<file path="src/trim_map.svh">
// register offsets, field positions, reset values and timing counts for the trim/dither bank
// assumes byte addressing on a 32-bit apb, one register per aligned word
`ifndef TRIM_MAP_SVH
`define TRIM_MAP_SVH
// printed offsets are register indices; byte address is four times the index
`define GAIN_A_IDX 10'h07A
`define GAIN_B_IDX 10'h07B
`define REF_IDX 10'h07C
`define TERM_A_IDX 10'h07E
`define TERM_B_IDX 10'h07F
`define DITHER_IDX 10'h09D
`define FUSE_STATUS_IDX 10'h0A0
`define REF_TRIM_MSB 3
`define DITHER_ON_BIT 0
`define DITHER_LARGE_BIT 1
`define ROUND_STEER_BIT 2
`define DITHER_RESET 8'h01
`define FUSE_LOAD_TIME_NS 64
`define CLK_PERIOD_NS 8
`define FUSE_LOAD_CYCLES ((`FUSE_LOAD_TIME_NS + `CLK_PERIOD_NS - 1) / `CLK_PERIOD_NS)
`endif

</file>
<file path="src/trim_pkg.sv">
// types for the trim/dither register bank
// assumes trim_map.svh supplies the numbers
package trim_pkg;
    typedef struct packed {
        logic [7:0] gain_a;
        logic [7:0] gain_b;
        logic [7:0] reference;
        logic [7:0] term_a;
        logic [7:0] term_b;
        logic [7:0] dither;
    } trim_set_type;

    typedef struct packed {
        logic dither_on;
        logic dither_large_select;
        logic rounding_error_steer;
    } dither_ctl_type;

    typedef enum logic [2:0] {
        LOAD_IDLE = 3'b001,
        LOAD_WAIT = 3'b010,
        LOAD_DONE = 3'b100
    } load_state_type;
endpackage

</file>
<file path="src/fuse_loader.sv">
// waits a fixed settle time after reset, then pulses a load of the fuse trim word
// assumes fuse data is static and on the same clock once settled
`include "trim_map.svh"
module fuse_loader
    import trim_pkg::*;
#(
    parameter int SETTLE_CYCLES = `FUSE_LOAD_CYCLES
) (
    input wire logic clk,
    input wire logic rst_n,
    output logic load_pulse,
    output logic loaded
);
    load_state_type state_reg;
    logic [15:0] count_reg;

    always_ff @(posedge clk) begin
        if (!rst_n) begin
            state_reg <= LOAD_IDLE;
            count_reg <= 16'h0000;
            load_pulse <= 1'b0;
            loaded <= 1'b0;
        end else begin
            load_pulse <= 1'b0;
            case (state_reg)
                LOAD_IDLE: begin
                    count_reg <= 16'h0000;
                    state_reg <= LOAD_WAIT;
                end
                LOAD_WAIT: begin
                    count_reg <= count_reg + 16'h0001;
                    if (count_reg == 16'(SETTLE_CYCLES - 1)) begin
                        load_pulse <= 1'b1;
                        state_reg <= LOAD_DONE;
                    end
                end
                LOAD_DONE: begin
                    loaded <= 1'b1;
                end
                default: begin
                    state_reg <= LOAD_IDLE;
                end
            endcase
        end
    end
endmodule

</file>
<file path="src/trim_dither_register_bank.sv">
// apb register bank holding gain, termination and reference trims plus dither control
// assumes fuse_trim is a static factory word on clk; analog consumers take the outputs
//
// Design decision made here: the APB slave port.
`include "trim_map.svh"
module trim_dither_register_bank
    import trim_pkg::*;
#(
    parameter int SETTLE_CYCLES = `FUSE_LOAD_CYCLES
) (
    input wire logic clk,
    input wire logic rst_n,
    input wire logic psel,
    input wire logic penable,
    input wire logic pwrite,
    input wire logic [11:0] paddr,
    input wire logic [31:0] pwdata,
    input wire logic [3:0] pstrb,
    output logic [31:0] prdata,
    output logic pready,
    output logic pslverr,
    input wire trim_set_type fuse_trim,
    output logic [7:0] input_a_gain_adjust,
    output logic [7:0] input_b_gain_adjust,
    output logic [3:0] reference_voltage_adjust,
    output logic [7:0] input_a_termination_adjust,
    output logic [7:0] input_b_termination_adjust,
    output dither_ctl_type dither_control,
    output logic fuse_loaded
);
    logic [7:0] gain_a_reg;
    logic [7:0] gain_b_reg;
    logic [7:0] ref_reg;
    logic [7:0] term_a_reg;
    logic [7:0] term_b_reg;
    logic [7:0] dither_reg;
    logic load_pulse;
    logic loaded;
    logic setup;
    logic wr_en;
    logic [9:0] idx;
    logic hit;
    logic [7:0] rd_byte;

    // index match shared by write enables and read mux
    function automatic logic is_idx(input logic [9:0] a, input logic [9:0] r);
        return a == r;
    endfunction

    function automatic logic mapped(input logic [9:0] a);
        return is_idx(a, `GAIN_A_IDX) || is_idx(a, `GAIN_B_IDX) || is_idx(a, `REF_IDX) ||
            is_idx(a, `TERM_A_IDX) || is_idx(a, `TERM_B_IDX) || is_idx(a, `DITHER_IDX) ||
            is_idx(a, `FUSE_STATUS_IDX);
    endfunction

    fuse_loader #(
        .SETTLE_CYCLES(SETTLE_CYCLES)
    ) u_loader (
        .clk(clk),
        .rst_n(rst_n),
        .load_pulse(load_pulse),
        .loaded(loaded)
    );

    // no wait state: setup cycle, then access answers ready at once
    assign setup = psel && !penable;
    assign idx = paddr[11:2];
    assign hit = mapped(idx);
    // only the low byte lane carries register data
    assign wr_en = psel && penable && pwrite && pready && pstrb[0] && hit;

    // fuse load wins over a same-cycle software write, as a load only follows reset
    always_ff @(posedge clk) begin
        if (!rst_n) begin
            gain_a_reg <= 8'h00;
        end else if (load_pulse) begin
            gain_a_reg <= fuse_trim.gain_a;
        end else if (wr_en && is_idx(idx, `GAIN_A_IDX)) begin
            gain_a_reg <= pwdata[7:0];
        end
    end

    always_ff @(posedge clk) begin
        if (!rst_n) begin
            gain_b_reg <= 8'h00;
        end else if (load_pulse) begin
            gain_b_reg <= fuse_trim.gain_b;
        end else if (wr_en && is_idx(idx, `GAIN_B_IDX)) begin
            gain_b_reg <= pwdata[7:0];
        end
    end

    // reference trim store, upper nibble kept too
    always_ff @(posedge clk) begin
        if (!rst_n) begin
            ref_reg <= 8'h00;
        end else if (load_pulse) begin
            ref_reg <= fuse_trim.reference;
        end else if (wr_en && is_idx(idx, `REF_IDX)) begin
            ref_reg <= pwdata[7:0];
        end
    end

    always_ff @(posedge clk) begin
        if (!rst_n) begin
            term_a_reg <= 8'h00;
        end else if (load_pulse) begin
            term_a_reg <= fuse_trim.term_a;
        end else if (wr_en && is_idx(idx, `TERM_A_IDX)) begin
            term_a_reg <= pwdata[7:0];
        end
    end

    always_ff @(posedge clk) begin
        if (!rst_n) begin
            term_b_reg <= 8'h00;
        end else if (load_pulse) begin
            term_b_reg <= fuse_trim.term_b;
        end else if (wr_en && is_idx(idx, `TERM_B_IDX)) begin
            term_b_reg <= pwdata[7:0];
        end
    end

    // dither starts enabled, fuse may then override
    always_ff @(posedge clk) begin
        if (!rst_n) begin
            dither_reg <= `DITHER_RESET;
        end else if (load_pulse) begin
            dither_reg <= fuse_trim.dither;
        end else if (wr_en && is_idx(idx, `DITHER_IDX)) begin
            dither_reg <= pwdata[7:0];
        end
    end

    always_comb begin
        rd_byte = 8'h00;
        if (is_idx(idx, `GAIN_A_IDX)) begin
            rd_byte = gain_a_reg;
        end else if (is_idx(idx, `GAIN_B_IDX)) begin
            rd_byte = gain_b_reg;
        end else if (is_idx(idx, `REF_IDX)) begin
            rd_byte = ref_reg;
        end else if (is_idx(idx, `TERM_A_IDX)) begin
            rd_byte = term_a_reg;
        end else if (is_idx(idx, `TERM_B_IDX)) begin
            rd_byte = term_b_reg;
        end else if (is_idx(idx, `DITHER_IDX)) begin
            rd_byte = dither_reg;
        end else if (is_idx(idx, `FUSE_STATUS_IDX)) begin
            rd_byte = {7'h00, loaded};
        end
    end

    // bus answer: ready one cycle after setup, unmapped answers error
    always_ff @(posedge clk) begin
        if (!rst_n) begin
            pready <= 1'b0;
            pslverr <= 1'b0;
            prdata <= 32'h00000000;
        end else begin
            pready <= setup;
            pslverr <= setup && !hit;
            if (setup && !pwrite) begin
                prdata <= {24'h000000, rd_byte};
            end else if (!psel) begin
                prdata <= 32'h00000000;
            end
        end
    end

    // reserved bits never reach the functional outputs
    // amplitude select and error steer routed to analog
    always_ff @(posedge clk) begin
        if (!rst_n) begin
            input_a_gain_adjust <= 8'h00;
            input_b_gain_adjust <= 8'h00;
            reference_voltage_adjust <= 4'h0;
            input_a_termination_adjust <= 8'h00;
            input_b_termination_adjust <= 8'h00;
            dither_control <= '{dither_on: 1'b1, dither_large_select: 1'b0,
                rounding_error_steer: 1'b0};
            fuse_loaded <= 1'b0;
        end else begin
            input_a_gain_adjust <= gain_a_reg;
            input_b_gain_adjust <= gain_b_reg;
            reference_voltage_adjust <= ref_reg[`REF_TRIM_MSB:0];
            input_a_termination_adjust <= term_a_reg;
            input_b_termination_adjust <= term_b_reg;
            dither_control.dither_on <= dither_reg[`DITHER_ON_BIT];
            dither_control.dither_large_select <= dither_reg[`DITHER_LARGE_BIT];
            dither_control.rounding_error_steer <= dither_reg[`ROUND_STEER_BIT];
            fuse_loaded <= loaded;
        end
    end
endmodule

</file>
<file path="config.mk">
export PLATFORM = sky130hd
export DESIGN_NAME = trim_dither_register_bank
export DESIGN_NICKNAME = d
export VERILOG_FILES = /design/src/trim_pkg.sv /design/src/fuse_loader.sv /design/src/trim_dither_register_bank.sv
export VERILOG_INCLUDE_DIRS = /design/src
export SDC_FILE = /design/constraint.sdc
export NUM_CORES = 1
export LEC_CHECK = 0
export BUFFER_PORTS_ARGS = -buffer_cell sky130_fd_sc_hd__buf_2
export CAP_MARGIN = 5
export CORE_MARGIN = 10
export CORE_UTILIZATION = 25
export DETAILED_ROUTE_END_ITERATION = 10
export PLACE_DENSITY_LB_ADDON = 0.05
export SLEW_MARGIN = 20
export SYNTH_ARGS = -nofsm -noshare
export SYNTH_HDL_FRONTEND = slang
export SYNTH_HIERARCHICAL = 1
export SYNTH_SLANG_ARGS = --single-unit
</file>
<file path="constraint.sdc">
create_clock -name clk -period 2.4 [get_ports clk]
set_input_delay 0.48 -clock clk [delete_from_list [all_inputs] [get_ports clk]]
set_output_delay 0.48 -clock clk [all_outputs]
set_load 0.02 [all_outputs]
</file>
**Yosys cells after proc, flatten, opt, wreduce, memory -nomap -nowiden**

Cells that the tools add are included.

- Bitwise gates (word level): 1
- Div/mod/pow operators: 0
- Equal/unequal tests: 13
- Shifts and indexed selects: 0
- Order comparisons: 0
- Muxes and demuxes: 25
- Reductions and logical operators: 32
- Add/sub/neg operators: 1
- $mul: 0

Operators by type and width:

| operator | number |
|---|---|
| $mux W8 | 20 |
| $eq A10 B7 Y1 const B | 5 |
| $pmux W16 S2 | 1 |
| $eq A10 B8 Y1 const B | 2 |
| $add A16 B1 Y16 const B | 1 |
| $eq A16 B3 Y1 const B | 1 |
| $logic_and A1 B1 Y1 | 14 |
| $reduce_bool A2 Y1 | 7 |
| $pmux W3 S3 | 1 |
| $logic_or A1 B1 Y1 | 6 |
| $ne A2 B1 Y1 const B | 2 |
| $reduce_and A2 Y1 | 2 |
| $eq A3 B1 Y1 const B | 1 |
| $eq A3 B2 Y1 const B | 1 |
| $eq A3 B3 Y1 const B | 1 |
| $logic_not A1 Y1 | 3 |
| $mux W3 | 1 |
| $mux W1 | 2 |
| $not A1 Y1 | 1 |

- Bits of input ports: 101
- RAM bits: 0
- Latch bits: 0
- Output and inout port bits: 74
- ROM bits: 0
- Bits in registers: 119
- Memories kept: 0
- Word-level logic and storage cells: 94

**Logic depth before layout (Yosys ltp)**

- Word-level depth: 11
- Depth in mapped cells: 8
- Gate-level depth less buffers: 5

**Hierarchy**

The synthesis kept the hierarchy.

Modules (own cells, without submodules):

| module | sequential area each (µm²) | area each (µm²) | cells an instance | instances |
|---|---|---|---|---|
| trim_dither_register_bank | 1961.9 | 4345.4 | 466 | 1 |
| fuse_loader | 420.4 | 1081.0 | 124 | 1 |

**Worst setup path after synthesis**

No wires, ideal clock.

- Path kind: input to register
- From: input paddr[3]
- To: register dither_reg[0]
- Cell stages on the path: 6
- Arrival time: 1923 ps
- Required time: 2276 ps
- Path buffers: 1
- Slack: 353 ps
- Setup time: 124 ps
- Cell sequence: buf_2 nand4bb_1 nor4_4 mux2_4 mux2i_1 nand2_1

- Word-level cells in the longest chain between the ends: 10
- Elaborated cells on any way between the ends: 16
- Those cells by class: eq/ne: 7; reduce/logical: 9

Ends and longest elaborated chain:

| what | line | source |
|---|---|---|
| from (decl) | trim_dither_register_bank.sv:16 | `input wire logic [11:0] paddr,` |
| $eq A10 B7 Y1 | trim_dither_register_bank.sv:47 | `return a == r;` |
| $logic_or A1 B1 Y1 (6 in series) | trim_dither_register_bank.sv:51 | `` return is_idx(a, `GAIN_A_IDX) \|\| is_idx(a, `GAIN_B_IDX) \|\| is_idx(a, `REF_IDX) \|\| `` |
| $logic_and A1 B1 Y1 | trim_dither_register_bank.sv:70 | `assign wr_en = psel && penable && pwrite && pready && pstrb[0] && hit;` |
| $logic_and A1 B1 Y1 (*) | trim_dither_register_bank.sv:130 | `` end else if (wr_en && is_idx(idx, `DITHER_IDX)) begin `` |
| $reduce_bool A2 Y1 (no source line) (*) | - |  |
| to (signal assigned) | trim_dither_register_bank.sv:127 | `` dither_reg <= `DITHER_RESET; `` |
| to (signal assigned) | trim_dither_register_bank.sv:129 | `dither_reg <= fuse_trim.dither;` |
| to (signal assigned) | trim_dither_register_bank.sv:131 | `dither_reg <= pwdata[7:0];` |
| to (decl) | trim_dither_register_bank.sv:36 | `logic [7:0] dither_reg;` |

Mark *: on every way between the ends. The rest lies on a longest branch, timed or not.
A chain may end at the register's enable or synchronous reset.

**Worst setup path after layout**

- From: register u_loader.count_reg[0]
- To: register u_loader.state_reg[2]

- Word-level cells in the longest chain between the ends: 3

Ends and longest elaborated chain:

| what | line | source |
|---|---|---|
| from (decl) | fuse_loader.sv:15 | `logic [15:0] count_reg;` |
| from (signal assigned) | fuse_loader.sv:31 | `count_reg <= count_reg + 16'h0001;` |
| $eq A16 B3 Y1 | fuse_loader.sv:32 | `if (count_reg == 16'(SETTLE_CYCLES - 1)) begin` |
| $ne A2 B1 Y1 (no source line) | - |  |
| $reduce_and A2 Y1 (no source line) | - |  |
| to (signal assigned) | fuse_loader.sv:28 | `state_reg <= LOAD_WAIT;` |
| to (signal assigned) | fuse_loader.sv:34 | `state_reg <= LOAD_DONE;` |
| to (signal assigned) | fuse_loader.sv:41 | `state_reg <= LOAD_IDLE;` |
| to (decl) | fuse_loader.sv:14 | `load_state_type state_reg;` |

No other way between the ends.

==> results.sh <==
export IMPL_outcome="finished clean"
export IMPL_grt_use_total_pct=13.41
export IMPL_syn_inst=590
export IMPL_clkTransAtPathRegs_ps=60
export IMPL_syn_to_final_growth_pct=27.35
export IMPL_viasPerCell=4.805
export IMPL_p_leak_uw=0.002893
export IMPL_die_area_um2=28000
export IMPL_powerDensity_nw_per_um2=710.9
export IMPL_fmax_mhz=509.5
export IMPL_ios=175
export IMPL_finalHoldViolations=0
export IMPL_finish_net_count=812
export IMPL_setup_viol=0
export IMPL_cp_top_family="simple AND/OR/NAND/NOR gates"
export IMPL_synth_area_mux_share_pct=7.102
export IMPL_crit_required_ps=2720
export IMPL_final_cell_mix="buf_2, dfxtp_1, o21ai_0"
export IMPL_firstDrtPassIters=5
export IMPL_cts_hold_buf=0
export IMPL_r2r_setup_slack_ps=440
export IMPL_grt_max_degree=56
export IMPL_cts_resized=0
export IMPL_synth_seq_area_share_pct=43.90
export IMPL_cts_root_buf="clkbuf_16"
export IMPL_cts_tree="done"
export IMPL_setup_tns_ps=0
export IMPL_ys_ff_latch=119
export IMPL_synth_edf_count=0
export IMPL_rr_worst_depth=5
export IMPL_io_buffer_count=121
export IMPL_final_common_cell="buf_2"
export IMPL_hold_path_class="primary input to flip-flop"
export IMPL_cp_cell_sequence="ha_1, nor4b_1, nand4_1, or3b_1, a211oi_1"
export IMPL_peakVddDrop_uv=480.5
export IMPL_drtIter0Drc=222
export IMPL_clkSinkCount=119
export IMPL_finalCritPeriodShare_pct=81.78
export IMPL_synthXorXnorAreaFrac_pct=0.1614
export IMPL_path_buf_inv=0
export IMPL_synth_avg_cell_area_um2=9.197
export IMPL_max_cap_viol_count=0
export IMPL_synth_cell_area_um2=5426
export IMPL_start_kind="flip-flop"
export IMPL_cp_max_fo=5
export IMPL_antenna_found_initial=0
export IMPL_async_flop_share_pct=0
export IMPL_synthSimpleGateAreaFrac_pct=21.33
export IMPL_grt_overflow=0
export IMPL_cts_made_buffers=17
export IMPL_drive_above_1_share_pct=26.21
export IMPL_crit_type="flip-flop to flip-flop"
export IMPL_slowest_stage="or3b_1"
export IMPL_finalPower_uw=4912
export IMPL_cts_setup_buffers=0
export IMPL_synth_top_family_by_area="simple AND/OR/NAND/NOR gates"
export IMPL_dieHeight_um=167.3
export IMPL_remaining_drc_errors=0
export IMPL_wire_per_inst_um=19.30
export IMPL_hold_end="dither_reg[0]"
export IMPL_wl_um=19220
export IMPL_synth_compound_area_share_pct=19.94
export IMPL_worst_slew_pin_slew_ps=734.3
export IMPL_htree_levels=4
export IMPL_antenna_cells=0
export IMPL_min_delay_path_depth=3
export IMPL_r2r_start="u_loader/count_reg[0]"
export IMPL_largest_reg_flops=16
export IMPL_min_period_ps=1963
export IMPL_clockBufferDepth=2
export IMPL_synth_fa_ha_area_share_pct=0.2306
export IMPL_grt_pass1_vias=4990
export IMPL_final_setup_skew_ps=9.803
export IMPL_initial_utilization_pct=25.57
export IMPL_yosysWarnings=6
export IMPL_num_rows=53
export IMPL_routed_via_count=4786
export IMPL_cpPeakStageDelay_ps=400
export IMPL_core_um2=21220
export IMPL_grt_pass1_wl_um=29550
export IMPL_min_delay_start="fuse_trim[0]"
export IMPL_gp_congestion=0.8139
export IMPL_clk_latency_ps=410
export IMPL_die_w_um=167.3
export IMPL_yosysUniqueCellTypes=62
export IMPL_antenna_left=0
export IMPL_synth_ff_type="dfxtp_1"
export IMPL_relSlewSlack_pct=50.86
export IMPL_rsz0062_at_grt="false"
export IMPL_end_kind="flip-flop"
export IMPL_r2r_end="u_loader/state_reg[2]"
export IMPL_slew_violations=0
export IMPL_arrival_ps=2280
export IMPL_dp_hpwl_um=14890
[how the worst max path moves through the flow]
stage / end / from / depth (start not counted)
floorplan: dither_reg[0] / paddr[3] / 6
global placement: prdata[7] / paddr[9] / 6
detailed placement: prdata[2] / paddr[9] / 7
CTS: u_loader/state_reg[2] / u_loader/count_reg[0] / 5
global route: u_loader/state_reg[2] / u_loader/count_reg[0] / 5
finish: u_loader/state_reg[2] / u_loader/count_reg[0] / 5
[where the power goes]
| group | leakage [uW] | internal, uW | total (uW) | switching, uW |
|---|---|---|---|---|
| clock | 0.000298 | 1730 | 2620 | 894 |
| combinational | 0.00164 | 97.0 | 299 | 202 |
| sequential | 0.000959 | 1980 | 1990 | 8.27 |
[through the flow]
| step | std cells | hold slack [ps] | setup slack (ps) | instance area, um^2 | util (%) |
|---|---|---|---|---|---|
| after CTS | 996 | 288.9 | 393.6 | 6910 | 32.56 |
| after global placement | 966 | 459.8 | 264.3 | 6305 | 29.71 |
| after global routing | 996 | 327.2 | 288.2 | 6910 | 32.56 |
| after floorplan | 613 | 429.8 | 352.7 | 5513 | - |
| final | 996 | 311.7 | 437.3 | 6910 | 32.56 |
| after detailed placement | 966 | 444.6 | 254.4 | 6305 | 29.71 |
[final cells by class]
cell class	count	area, um^2
sequential	119	2382
clock inverter	8	121.4
tap	275	344.1
timing repair buffer	144	815.8
clock buffer	22	484.2
inverter	7	26.28
fill	2253	14310
multi-input combinational	421	2736
[Yosys cell counts (2+ instances only)]
library cell / count / share of area [%]
a211oi_1: 18 / 2.5
a21boi_0: 3 / 0.42
a21oi_1: 38 / 3.5
a22o_1: 3 / 0.48
a22oi_1: 10 / 1.4
a311oi_1: 2 / 0.32
a32o_1: 5 / 0.92
and2_1: 45 / 5.2
and4_1: 2 / 0.32
buf_2: 9 / 0.83
buf_4: 27 / 3.7
clkbuf_1: 29 / 2.0
clkinv_1: 2 / 0.14
dfxtp_1: 119 / 44
inv_1: 5 / 0.35
mux2i_1: 37 / 6.8
nand2_1: 19 / 1.3
nand2b_1: 13 / 1.5
nand3_1: 12 / 1.1
nand3_2: 3 / 0.55
nand3b_1: 2 / 0.28
nand4_1: 4 / 0.46
nand4_2: 2 / 0.46
nand4b_1: 3 / 0.48
nor2_1: 26 / 1.8
nor2b_1: 6 / 0.69
nor3_1: 23 / 2.1
nor3b_2: 2 / 0.46
nor4_1: 2 / 0.23
nor4_4: 3 / 1.2
nor4b_1: 3 / 0.48
o2111ai_1: 3 / 0.48
o211ai_1: 2 / 0.28
o21ai_0: 57 / 5.3
o21ai_1: 2 / 0.18
o221ai_1: 7 / 1.1
o22ai_1: 5 / 0.58
o31a_1: 4 / 0.65
o31ai_1: 2 / 0.28
o41ai_1: 4 / 0.65
or3_1: 5 / 0.58
or3b_1: 2 / 0.32
[kinds of logic after synthesis]
group | Yosys count
and+or+nand+nor | 186
AOI/OAI and AO/OA | 171
DFF | 119
buffers and inverters | 73
muxes | 38
adders and majority gates | 1
other | 1
xor gates and xnor gates | 1
[routing by layer]
layer  part of all wire [%]  vias up  track usage, %
li1                       -     2361               -
met1                     49     2288           17.51
met2                     45      123           21.00
met3                    4.9       14           3.816
met4                   0.83        0           3.823
met5                      0        -               0
[tightest hold or removal path: stages]
cell     delay (ps)
buf_2            90
mux2i_1          60
nand2_1          60
(Power assumes the default switching activity.)
